$ cat src/include/fscr_pkg.sv
// ----------------------------------------------------------------
// ----------------------------------------------------------------
package fscr_pkg;

    // ----------------------------------------------------------------
    // instruction codes
    // ----------------------------------------------------------------
    localparam logic [7:0] CMD_WRITE_ENABLE = 8'h06;
    localparam logic [7:0] CMD_WRITE_DISABLE = 8'h04;
    localparam logic [7:0] CMD_READ_STATUS = 8'h05;
    localparam logic [7:0] CMD_WRITE_STATUS = 8'h01;
    localparam logic [7:0] CMD_READ_CONFIG = 8'h35;
    localparam logic [7:0] CMD_QUAD_OUT_READ = 8'h6b;
    localparam logic [7:0] CMD_QUAD_IO_READ = 8'heb;
    localparam logic [7:0] CMD_WRAP_BURST_READ = 8'hec;
    localparam logic [7:0] CMD_QUAD_PAGE_PROG = 8'h32;

    // ----------------------------------------------------------------
    // status field positions
    // ----------------------------------------------------------------
    localparam int ST_BUSY_LO = 0;
    localparam int ST_WEL = 1;
    localparam int ST_ERASE_SUSP = 2;
    localparam int ST_PROG_SUSP = 3;
    localparam int ST_LOCKDOWN = 4;
    localparam int ST_SEC_LOCK = 5;
    localparam int ST_BUSY_HI = 7;

    // ----------------------------------------------------------------
    // configuration field positions and reset values
    // ----------------------------------------------------------------
    localparam int CF_PIN_ROLE = 1;
    localparam int CF_PERM_LOCK = 3;
    localparam int CF_PROT_EN = 7;
    localparam logic RST_PIN_ROLE = 1'b0;
    localparam logic RST_PERM_LOCK = 1'b1;
    localparam logic RST_PROT_EN = 1'b0;
    localparam logic [7:0] RST_BYTE = 8'h00;

    // ----------------------------------------------------------------
    // timing
    // ----------------------------------------------------------------
    localparam int CLK_PERIOD_NS = 5;
    localparam int PROT_EN_WRITE_TIME_NS = 10000;
    localparam int PROT_EN_WRITE_CYC_RAW = PROT_EN_WRITE_TIME_NS / CLK_PERIOD_NS;
    localparam int PROT_EN_WRITE_CYC = (PROT_EN_WRITE_CYC_RAW < 1) ? 1 : PROT_EN_WRITE_CYC_RAW;
    localparam int TIMER_W = 12;

    typedef enum logic [1:0] {
        FSCR_CMD = 2'b00,
        FSCR_WRSR = 2'b01,
        FSCR_READ = 2'b10,
        FSCR_SKIP = 2'b11
    } fscr_phase_e;

    // events from the instruction engine, all one-cycle pulses
    typedef struct packed {
        logic soft_reset;
        logic write_suspend;
        logic bp_write;
        logic lockdown;
        logic op_done;
        logic sid_lockout_done;
        logic nv_lock_set;
        logic resume;
    } fscr_events_s;

    // engine levels
    typedef struct packed {
        logic erase_running;
        logic prog_running;
        logic four_lane_mode;
    } fscr_core_s;

    // values held in nonvolatile cells, read once after reset
    typedef struct packed {
        logic prot_en;
        logic sec_lock;
        logic lock_any;
    } fscr_nv_s;

endpackage

$ cat src/fscr_regs.sv
`timescale 1ns/1ps
module fscr_regs (
    // clock and reset
    input wire logic i_mclk,
    input wire logic i_rst_n,
    // serial pins
    input wire logic i_sck,
    input wire logic i_cs_n,
    input wire logic i_si,
    input wire logic i_wp_n,
    output logic o_so,
    output logic o_so_oe,
    // instruction engine
    input wire fscr_pkg::fscr_events_s i_evt,
    input wire fscr_pkg::fscr_core_s i_core,
    input wire logic i_suspend,
    // nonvolatile storage
    input wire fscr_pkg::fscr_nv_s i_nv,
    output logic o_nv_prot_en_wr,
    output logic o_nv_prot_en_data,
    // status towards the engine
    output logic o_write_enabled,
    output logic o_busy,
    output logic o_hw_protect,
    output logic o_quad_pins,
    output logic o_hold_enable,
    output logic o_invalid_cmd,
    output logic [7:0] o_status,
    output logic [7:0] o_config
);
    import fscr_pkg::*;

    typedef struct packed {
        logic sck1;
        logic sck2;
        logic sck_d;
        logic cs1;
        logic cs2;
        logic cs_d;
        logic si1;
        logic si2;
        logic wp1;
        logic wp2;
        fscr_phase_e phase;
        logic [7:0] shreg;
        logic [2:0] bitcnt;
        logic [1:0] nbytes;
        logic [7:0] cfg_in;
        logic rd_cfg;
        logic [7:0] tx;
        logic so;
        logic so_oe;
        logic loaded;
        logic write_enable_latch;
        logic erase_susp;
        logic prog_susp;
        logic lockdown;
        logic sec_lock;
        logic pin_role;
        logic perm_lock;
        logic prot_en;
        logic [TIMER_W-1:0] timer;
        logic nv_wr;
        logic busy;
        logic hw_prot;
        logic hold;
        logic invalid;
        logic [7:0] status;
        logic [7:0] config_b;
    } fscr_state_s;

    fscr_state_s r;
    fscr_state_s n;

    // ----------------------------------------------------------------
    // byte images
    // ----------------------------------------------------------------
    function automatic logic [7:0] fscr_status_byte(input fscr_state_s s);
        logic [7:0] b;
        b = RST_BYTE;
        b[ST_BUSY_LO] = s.busy;
        b[ST_BUSY_HI] = s.busy;
        b[ST_WEL] = s.write_enable_latch;
        b[ST_ERASE_SUSP] = s.erase_susp;
        b[ST_PROG_SUSP] = s.prog_susp;
        b[ST_LOCKDOWN] = s.lockdown;
        b[ST_SEC_LOCK] = s.sec_lock;
        return b;
    endfunction

    function automatic logic [7:0] fscr_config_byte(input fscr_state_s s);
        logic [7:0] b;
        b = RST_BYTE; // reserved bits read zero
        b[CF_PIN_ROLE] = s.pin_role;
        b[CF_PERM_LOCK] = s.perm_lock;
        b[CF_PROT_EN] = s.prot_en;
        return b;
    endfunction

    // ----------------------------------------------------------------
    // instruction decode
    // ----------------------------------------------------------------
    function automatic logic fscr_is_quad_cmd(input logic [7:0] c);
        return (c == CMD_QUAD_OUT_READ) || (c == CMD_QUAD_IO_READ) ||
               (c == CMD_WRAP_BURST_READ) || (c == CMD_QUAD_PAGE_PROG);
    endfunction

    // ----------------------------------------------------------------
    // next state
    // ----------------------------------------------------------------
    always_comb begin
        logic sck_rise;
        logic sck_fall;
        logic cs_rise;
        logic selected;
        logic [7:0] rx;
        logic [7:0] img;
        logic busy_now;
        sck_rise = 1'b0;
        sck_fall = 1'b0;
        cs_rise = 1'b0;
        selected = 1'b0;
        rx = RST_BYTE;
        img = RST_BYTE;
        busy_now = 1'b0;
        n = r;

        // ----------------------------------------------------------------
        // pin synchronisers and edge detect
        // ----------------------------------------------------------------
        // pins pass two flops before any use
        n.sck1 = i_sck;
        n.sck2 = r.sck1;
        n.sck_d = r.sck2;
        n.cs1 = i_cs_n;
        n.cs2 = r.cs1;
        n.cs_d = r.cs2;
        n.si1 = i_si;
        n.si2 = r.si1;
        n.wp1 = i_wp_n;
        n.wp2 = r.wp1;
        sck_rise = r.sck2 & ~r.sck_d;
        sck_fall = ~r.sck2 & r.sck_d;
        cs_rise = r.cs2 & ~r.cs_d;
        // single-lane decode only; four-lane traffic belongs to the engine
        selected = ~r.cs2 & ~i_core.four_lane_mode;
        rx = {r.shreg[6:0], r.si2};
        busy_now = i_core.erase_running | i_core.prog_running | (r.timer != '0);

        // ----------------------------------------------------------------
        // pulses and the protect enable write timer
        // ----------------------------------------------------------------
        // both pulses fall back on their own after one cycle
        n.nv_wr = 1'b0;
        n.invalid = 1'b0;
        if (r.timer != '0) begin
            n.timer = r.timer - 1'b1;
        end

        // ----------------------------------------------------------------
        // nonvolatile load
        // ----------------------------------------------------------------
        // nonvolatile values are picked up on the first edge after release;
        // an event in that same cycle is applied below and wins over the load
        if (!r.loaded) begin
            n.loaded = 1'b1;
            n.prot_en = i_nv.prot_en;
            n.sec_lock = i_nv.sec_lock;
            n.perm_lock = ~i_nv.lock_any;
        end

        // ----------------------------------------------------------------
        // engine events: clears first so that a set in the same cycle wins
        // ----------------------------------------------------------------
        if (i_evt.soft_reset || i_evt.write_suspend || i_evt.bp_write ||
            i_evt.lockdown || i_evt.op_done) begin
            n.write_enable_latch = 1'b0;
        end

        // ----------------------------------------------------------------
        // suspend flags
        // ----------------------------------------------------------------
        if (i_evt.resume) begin
            // a program suspended inside a suspended erase resumes first
            if (r.prog_susp) begin
                n.prog_susp = 1'b0;
            end else begin
                n.erase_susp = 1'b0;
            end
        end
        if (i_suspend && i_core.erase_running) begin
            n.erase_susp = 1'b1;
        end
        if (i_suspend && i_core.prog_running) begin
            n.prog_susp = 1'b1;
        end

        // ----------------------------------------------------------------
        // sticky lock flags
        // ----------------------------------------------------------------
        if (i_evt.lockdown) begin
            n.lockdown = 1'b1; // only reset clears it
        end
        if (i_evt.sid_lockout_done) begin
            n.sec_lock = 1'b1; // only reset clears it, and the load after reset restores the stored value
        end
        if (i_evt.nv_lock_set) begin
            n.perm_lock = 1'b0;
        end

        // ----------------------------------------------------------------
        // serial register access, mode 0
        // ----------------------------------------------------------------
        if (!selected) begin
            // config is committed only as the frame closes, so a frame cut short
            // before the second data byte leaves everything untouched
            if (cs_rise && r.phase == FSCR_WRSR && r.nbytes == 2'd2) begin
                if (r.write_enable_latch && !busy_now) begin
                    n.write_enable_latch = 1'b0;
                    if (!r.hw_prot) begin
                        n.pin_role = r.cfg_in[CF_PIN_ROLE];
                        if (r.cfg_in[CF_PROT_EN] != r.prot_en) begin
                            n.prot_en = r.cfg_in[CF_PROT_EN];
                            n.nv_wr = 1'b1;
                            n.timer = TIMER_W'(PROT_EN_WRITE_CYC);
                        end
                    end
                end
            end
            n.phase = FSCR_CMD;
            n.bitcnt = '0;
            n.nbytes = '0;
            n.so_oe = 1'b0;
            n.so = 1'b0;
        end else if (sck_rise) begin
            // shift one bit in; act once a whole byte has arrived
            n.shreg = rx;
            n.bitcnt = r.bitcnt + 1'b1;
            if (r.bitcnt == 3'd7) begin
                unique case (r.phase)
                    FSCR_CMD: begin
                        n.phase = FSCR_SKIP;
                        if (rx == CMD_WRITE_ENABLE) begin
                            n.write_enable_latch = 1'b1;
                        end else if (rx == CMD_WRITE_DISABLE) begin
                            n.write_enable_latch = 1'b0;
                        end else if (rx == CMD_READ_STATUS) begin
                            n.phase = FSCR_READ;
                            n.rd_cfg = 1'b0;
                        end else if (rx == CMD_READ_CONFIG) begin
                            n.phase = FSCR_READ;
                            n.rd_cfg = 1'b1;
                        end else if (rx == CMD_WRITE_STATUS) begin
                            n.phase = FSCR_WRSR;
                        end else if (fscr_is_quad_cmd(rx) && !r.pin_role) begin
                            n.invalid = 1'b1;
                        end
                    end
                    FSCR_WRSR: begin
                        // first byte is the read-only status image
                        if (r.nbytes == 2'd1) begin
                            n.cfg_in = rx;
                        end
                        if (r.nbytes != 2'd2) begin
                            n.nbytes = r.nbytes + 1'b1;
                        end
                    end
                    FSCR_READ: begin
                    end
                    FSCR_SKIP: begin
                    end
                endcase
            end
        end else if (sck_fall && r.phase == FSCR_READ) begin
            // launched after the fall so the host finds a settled bit at the rise
            if (r.bitcnt == 3'd0) begin
                // fresh image per byte so polling sees busy drop
                img = r.rd_cfg ? fscr_config_byte(r) : fscr_status_byte(r);
                n.so = img[7];
                n.tx = {img[6:0], 1'b0};
            end else begin
                n.so = r.tx[7];
                n.tx = {r.tx[6:0], 1'b0};
            end
            n.so_oe = 1'b1;
        end

        // ----------------------------------------------------------------
        // derived outputs, registered with the rest
        // ----------------------------------------------------------------
        // busy also covers the protect enable write so polling sees it finish
        n.busy = i_core.erase_running | i_core.prog_running | (n.timer != '0);
        // pin role wins over the enable bit
        // the pin is read from the second flop only; the first may still be settling
        n.hw_prot = ~r.wp2 & n.prot_en & ~n.pin_role;
        // hold pauses only while the pins keep their single-lane roles
        n.hold = ~n.pin_role & ~i_core.four_lane_mode;
        n.status = fscr_status_byte(n);
        n.config_b = fscr_config_byte(n);
    end

    // ----------------------------------------------------------------
    // state register
    // ----------------------------------------------------------------
    always_ff @(posedge i_mclk or negedge i_rst_n) begin
        if (!i_rst_n) begin
            // sync chains start at the idle level of their pins: no false edge
            r <= '0;
            r.sck1 <= 1'b0;
            r.cs1 <= 1'b1;
            r.cs2 <= 1'b1;
            r.cs_d <= 1'b1;
            r.wp1 <= 1'b1;
            r.wp2 <= 1'b1;
            r.hold <= 1'b1;
            r.phase <= FSCR_CMD;
            r.pin_role <= RST_PIN_ROLE;
            r.perm_lock <= RST_PERM_LOCK;
            r.prot_en <= RST_PROT_EN;
            r.config_b <= {RST_PROT_EN, 3'b000, RST_PERM_LOCK, 1'b0, RST_PIN_ROLE, 1'b0};
        end else begin
            r <= n;
        end
    end

    // ----------------------------------------------------------------
    // outputs
    // ----------------------------------------------------------------
    // serial pins
    assign o_so = r.so;
    assign o_so_oe = r.so_oe;
    // nonvolatile write
    assign o_nv_prot_en_wr = r.nv_wr;
    assign o_nv_prot_en_data = r.prot_en;
    // engine side
    assign o_write_enabled = r.write_enable_latch; // engine rejects writes while low
    assign o_busy = r.busy;
    assign o_hw_protect = r.hw_prot;
    assign o_quad_pins = r.pin_role;
    assign o_hold_enable = r.hold;
    assign o_invalid_cmd = r.invalid;
    // register images
    assign o_status = r.status;
    assign o_config = r.config_b;

endmodule

$ cat config.mk
export PLATFORM = sky130hd
export DESIGN_NAME = fscr_regs
export DESIGN_NICKNAME = d
export VERILOG_FILES = /design/src/include/fscr_pkg.sv /design/src/fscr_regs.sv
export SDC_FILE = /design/constraint.sdc
export NUM_CORES = 1
export LEC_CHECK = 0
export BUFFER_PORTS_ARGS = -buffer_cell sky130_fd_sc_hd__buf_2
export CORE_UTILIZATION = 40
export CTS_BUF_LIST = sky130_fd_sc_hd__clkbuf_8
export DETAILED_ROUTE_END_ITERATION = 6
export PLACE_DENSITY = 0.71
export SLEW_MARGIN = 20
export SYNTH_ARGS = -nofsm -noshare
export SYNTH_HDL_FRONTEND = slang
export SYNTH_SLANG_ARGS = --single-unit
export TNS_END_PERCENT = 5
$ cat constraint.sdc
create_clock -name i_mclk -period 2.99 [get_ports i_mclk]
set_input_delay 0.4485 -clock i_mclk [delete_from_list [all_inputs] [get_ports i_mclk]]
set_output_delay 0.4485 -clock i_mclk [all_outputs]
set_load 0.01 [all_outputs]
# --- Word level (Yosys, flattened, before mapping) ---
# Index checks and enable logic that the tools add are counted.
# Widths: inputs -> output; s select.
totals:
  register_bits: 80
  in_bits: 21
  output_inout_bits: 26
  wordCells: 173
classes:
  addsub: 3
  eq_ne: 23
  n_mux: 62
  bitwise: 21
  reduce_logical: 28
op_table:
  columns: ["op", "n"]
  rows:
  - ["$mux 14", 5]
  - ["$mux 1", 35]
  - ["$mux 2", 14]
  - ["$eq 8x3->1 const B", 3]
  - ["$mux 24", 1]
  - ["$reduce_bool 12->1", 2]
  - ["$eq 8x6->1 const B", 2]
  - ["$eq 8x8->1 const B", 2]
  - ["$mux 8", 2]
  - ["$mux 12", 1]
  - ["$ne 2x1->1 const B", 6]
  - ["$sub 12x1->12 const B", 1]
  - ["$mux 11", 1]
  - ["$not 1->1", 11]
  - ["$mux 10", 1]
  - ["$mux 9", 1]
  - ["$eq 8x1->1 const B", 1]
  - ["$eq 8x7->1 const B", 1]
  - ["$and 1x1->1", 7]
  - ["$logic_and 1x1->1", 7]
  - ["$logic_or 1x1->1", 7]
  - ["$reduce_and 7->1", 1]
  - ["$reduce_and 3->1", 2]
  - ["$mux 5", 1]
  - ["other kinds (15)", 22]

# --- Longest topological paths before layout ---
depth:
  ltp_word: 15
  ltp_mapped: 8
  mapped_depth_nobuf: 7

# --- Worst setup path before layout ---
# OpenSTA, ideal clock, no wires.
synth_path:
  kind: "register to register"
  from: "reg r[23] (netlist bit)"
  to: "reg r (netlist bit o_status[0])"
  setup_time_ns: 0.139
  arrival_time_ns: 2.184
  required_time_ns: 2.851
  setup_slack_ns: 0.667
  stages_incl_launch_ff: 6
  path_buffers: 0
  synth_period_minus_slack_ns: 2.323
  cell_sequence: "dfrtp_1 > or4_1 > nor4_1 > mux2_2 > o21bai_1 > or4_1"
synth_rtl:
  columns: ["element", "line", "text"]
  rows:
  - ["start: declaration", "fscr_regs.sv:72", "fscr_state_s r;"]
  - ["start signal: assignment", "fscr_regs.sv:322", "r <= n;"]

==> flow_metrics.py <==
metrics = {
    "clock_tree": {
        "clockRootBuffer": "clkbuf_8",
        "hold_buffers": 0,
        "cts_tree": "built",
        "htree_levels": 3,
        "cts.path.max_buffers": 2,
        "clk_latency_ns": 0.34,
        "post_cts_buffers": 0,
        "ctsResizeCount": 0,
        "clk_pin_slew_worst_paths_ns": 0.06,
        "cts.sinks": 62,
        "numCtsBuffers": 9,
    },
    "routing": {
        "vias": 2180,
        "drc": 0,
        "wire_per_inst_um": 13.85,
        "wirelength_mm": 5.886,
        "dr.pass1.iters": 4,
        "antenna_left": 0,
        "vias_per_cell": 5.129,
        "dr.first_iter.drc_count": 174,
    },
    "synth": {
        "ys_async_sr_fraction_pct": 100.0,
        "syn-instance-count": 291,
        "yosys.area.top_type": "dfrtp_1",
        "synth_area_leaders": "dfrtp_1 45%, dfstp_2 6.0%, mux2_2 4.4%, buf_4 3.9%, nor2_1 3.6%",
        "yosysWarnings": 0,
        "netlist_area_mm2": 0.003062,
        "synthFlopType": "dfrtp_1",
        "avgSynthCellArea_um2": 10.52,
        "yosysTopAreaCellShare_pct": 44.95,
        "ys_top_cells_by_count": "55 x dfrtp_1, 29 x nor2_1, 20 x nand2_1",
        "synth.distinct_cells": 57,
        "synth-edff-count": 0,
        "yosysMostFrequentCell": "dfrtp_1",
        "synth-seq-cells": 62,
        "synth-seq-area-share_pct": 50.96,
    },
    "setup_path": {
        "worstPathArrival_ns": 2.68,
        "critPathRequiredTime_ns": 3.20,
        "cp_max_fo": 7,
        "cp-end-kind": "register",
        "cp-start-kind": "register",
        "crit_type": "register to register",
    },
    "pwr": {
        "p_leak_nw": 1.517,
        "power.internal_mw": 1.250,
        "p_switching_mw": 0.4529,
        "power.combinational.fraction_pct": 8.9,
        "p_clk_share_pct": 35.9,
        "ir_drop_v": 0.0002268,
        "netSwitchingFraction_pct": 26.60,
        "seqPwrFrac_pct": 55.2,
        "cellPowerDensity_mw_per_mm2": 500.2,
    },
    "run_status": {
        "status": "finished clean",
    },
    "timing": {
        "max_freq_mhz": 404.3,
        "finalSetupViolations": 0,
        "finalCritPeriodShare_pct": 82.73,
        "relSlewSlack_pct": 49.21,
        "tns_ns": 0,
        "clock_skew_ns": 0.01343,
        "rsz0062_at_grt": "no",
        "slew_viol_final": 0,
        "hold_viol_final": 0,
        "final.min_clock_period_ns": 2.473,
        "tightest_slew_ns": 0.7619,
    },
    "finish": {
        "synthToLayoutAreaGrowth_pct": 11.20,
        "drive_gt1_share_pct": 26.38,
        "finalCoreUtilization_pct": 46.44,
        "insertedDiodeCount": 0,
        "fin_nets": 349,
    },
    "placement": {
        "finalWeightedCongestion": 0.8353,
        "io_buffer_count": 40,
        "hpwl_mm": 4.218,
    },
    "global_route": {
        "grt_max_degree": 63,
        "grt_util_all_layers_pct": 16.78,
        "antenna_found_initial": 0,
        "overflow": 0,
        "grt_pass1_wl_mm": 9.763,
        "first_global_vias": 2029,
    },
    "floorplan": {
        "die_y_um": 89.49,
        "start_util_pct": 41.76,
        "die_width_um": 89.49,
        "pin_count": 47,
        "dieArea_mm2": 0.008008,
        "num_rows": 31,
        "core_mm2": 0.007331,
    },
    "hold_path": {
        "hold_class": "input pin to register",
    },
    "flow_run": {
        "cap_violations": 0,
    },
}
==> path summary, 6_finish.rpt <==
path                         start  slack (ns)          end  cells after the start
max in group asynchronous  i_rst_n        2.22        r[45]                      2
min                         i_cs_n        0.20        n[81]                      1
min in group asynchronous  i_rst_n        0.27      o_so_oe                      2
max reg2reg                  r[21]        0.52  o_status[0]                      7
min reg2reg                  n[78]        0.35        r[78]                      0
max                          r[21]        0.52  o_status[0]                      7
==> critical path, stage by stage, from the launching register on <==
cell      delay [ns]
dfrtp_1         0.43
inv_1           0.15
ha_1            0.26
or3b_1          0.50
nor3_1          0.23
mux2i_1         0.28
o211ai_2        0.10
or4_1           0.40
==> cell families after synthesis <==
group,synth area share [%]
flops,50.96
xor+xnor,2.002
compound gates,10.38
buf+inv,7.111
mux,7.356
simple gates,19.08
other cells,0.2453
fa+ha+maj,2.861
==> metrics by stage <==
step / instances / power, mW / hold slack (ns) / setup WS [ns] / cell area (um^2)
final: 425 / 1.703 / 0.2039 / 0.5165 / 3405
after global routing: 425 / 1.808 / 0.1886 / 0.3266 / 3405
after CTS: 425 / 1.731 / 0.1881 / 0.5182 / 3405
after detailed placement: 409 / 1.110 / 0.3356 / 0.5200 / 3239
after global placement: 409 / 1.101 / 0.3337 / 0.5777 / 3239
after floorplan: 296 / 1.051 / 0.1529 / 0.6673 / 3080
==> layer usage <==
metal,part of all wire (%),vias to the layer above,global-route usage [%]
met5,0,-,0
met4,2.6,0,9.957
met3,5.1,13,4.524
met2,45,63,24.71
met1,47,1039,22.16
li1,-,1065,-
==> registers in the layout (all words and copies together) (netlist names) <==
name / flops
o_so_oe: 1
o_status: 6
o_config: 3
n: 6
o_invalid_cmd: 1
o_so: 1
o_nv_prot_en_wr: 1
o_hw_protect: 1
o_hold_enable: 1
r: 41
==> cell type report <==
type | instances | area (um^2)
Fill cell | 696 | 3926
Sequential cell | 62 | 1560
Multi-Input combinational cell | 195 | 1303
Timing Repair Buffer | 41 | 207.7
Clock buffer | 9 | 123.9
Tap cell | 99 | 123.9
Inverter | 12 | 45.04
Clock inverter | 7 | 41.29
==> power by group through the flow <==
stage	clock, mW	sequential (mW)	combinational (mW)
2_1_floorplan	0	0.942	0.109
3_3_place_gp	0	0.953	0.148
3_5_place_dp	0	0.956	0.154
4_1_cts	0.635	0.940	0.155
5_1_grt	0.682	0.949	0.176
6_report	0.612	0.940	0.151
==> placed cells by master (no fill, tap or decap), types with 9 or more instances in the layout <==
cell type  count
clkbuf_8       9
buf_2         40
nor3_1        10
a21oi_1       14
mux2_2        12
nor2_1        29
nand2_1       20
dfrtp_1       55
inv_1         11
o21ai_0       18
mux2i_1        9
(Power assumes the default switching activity.)
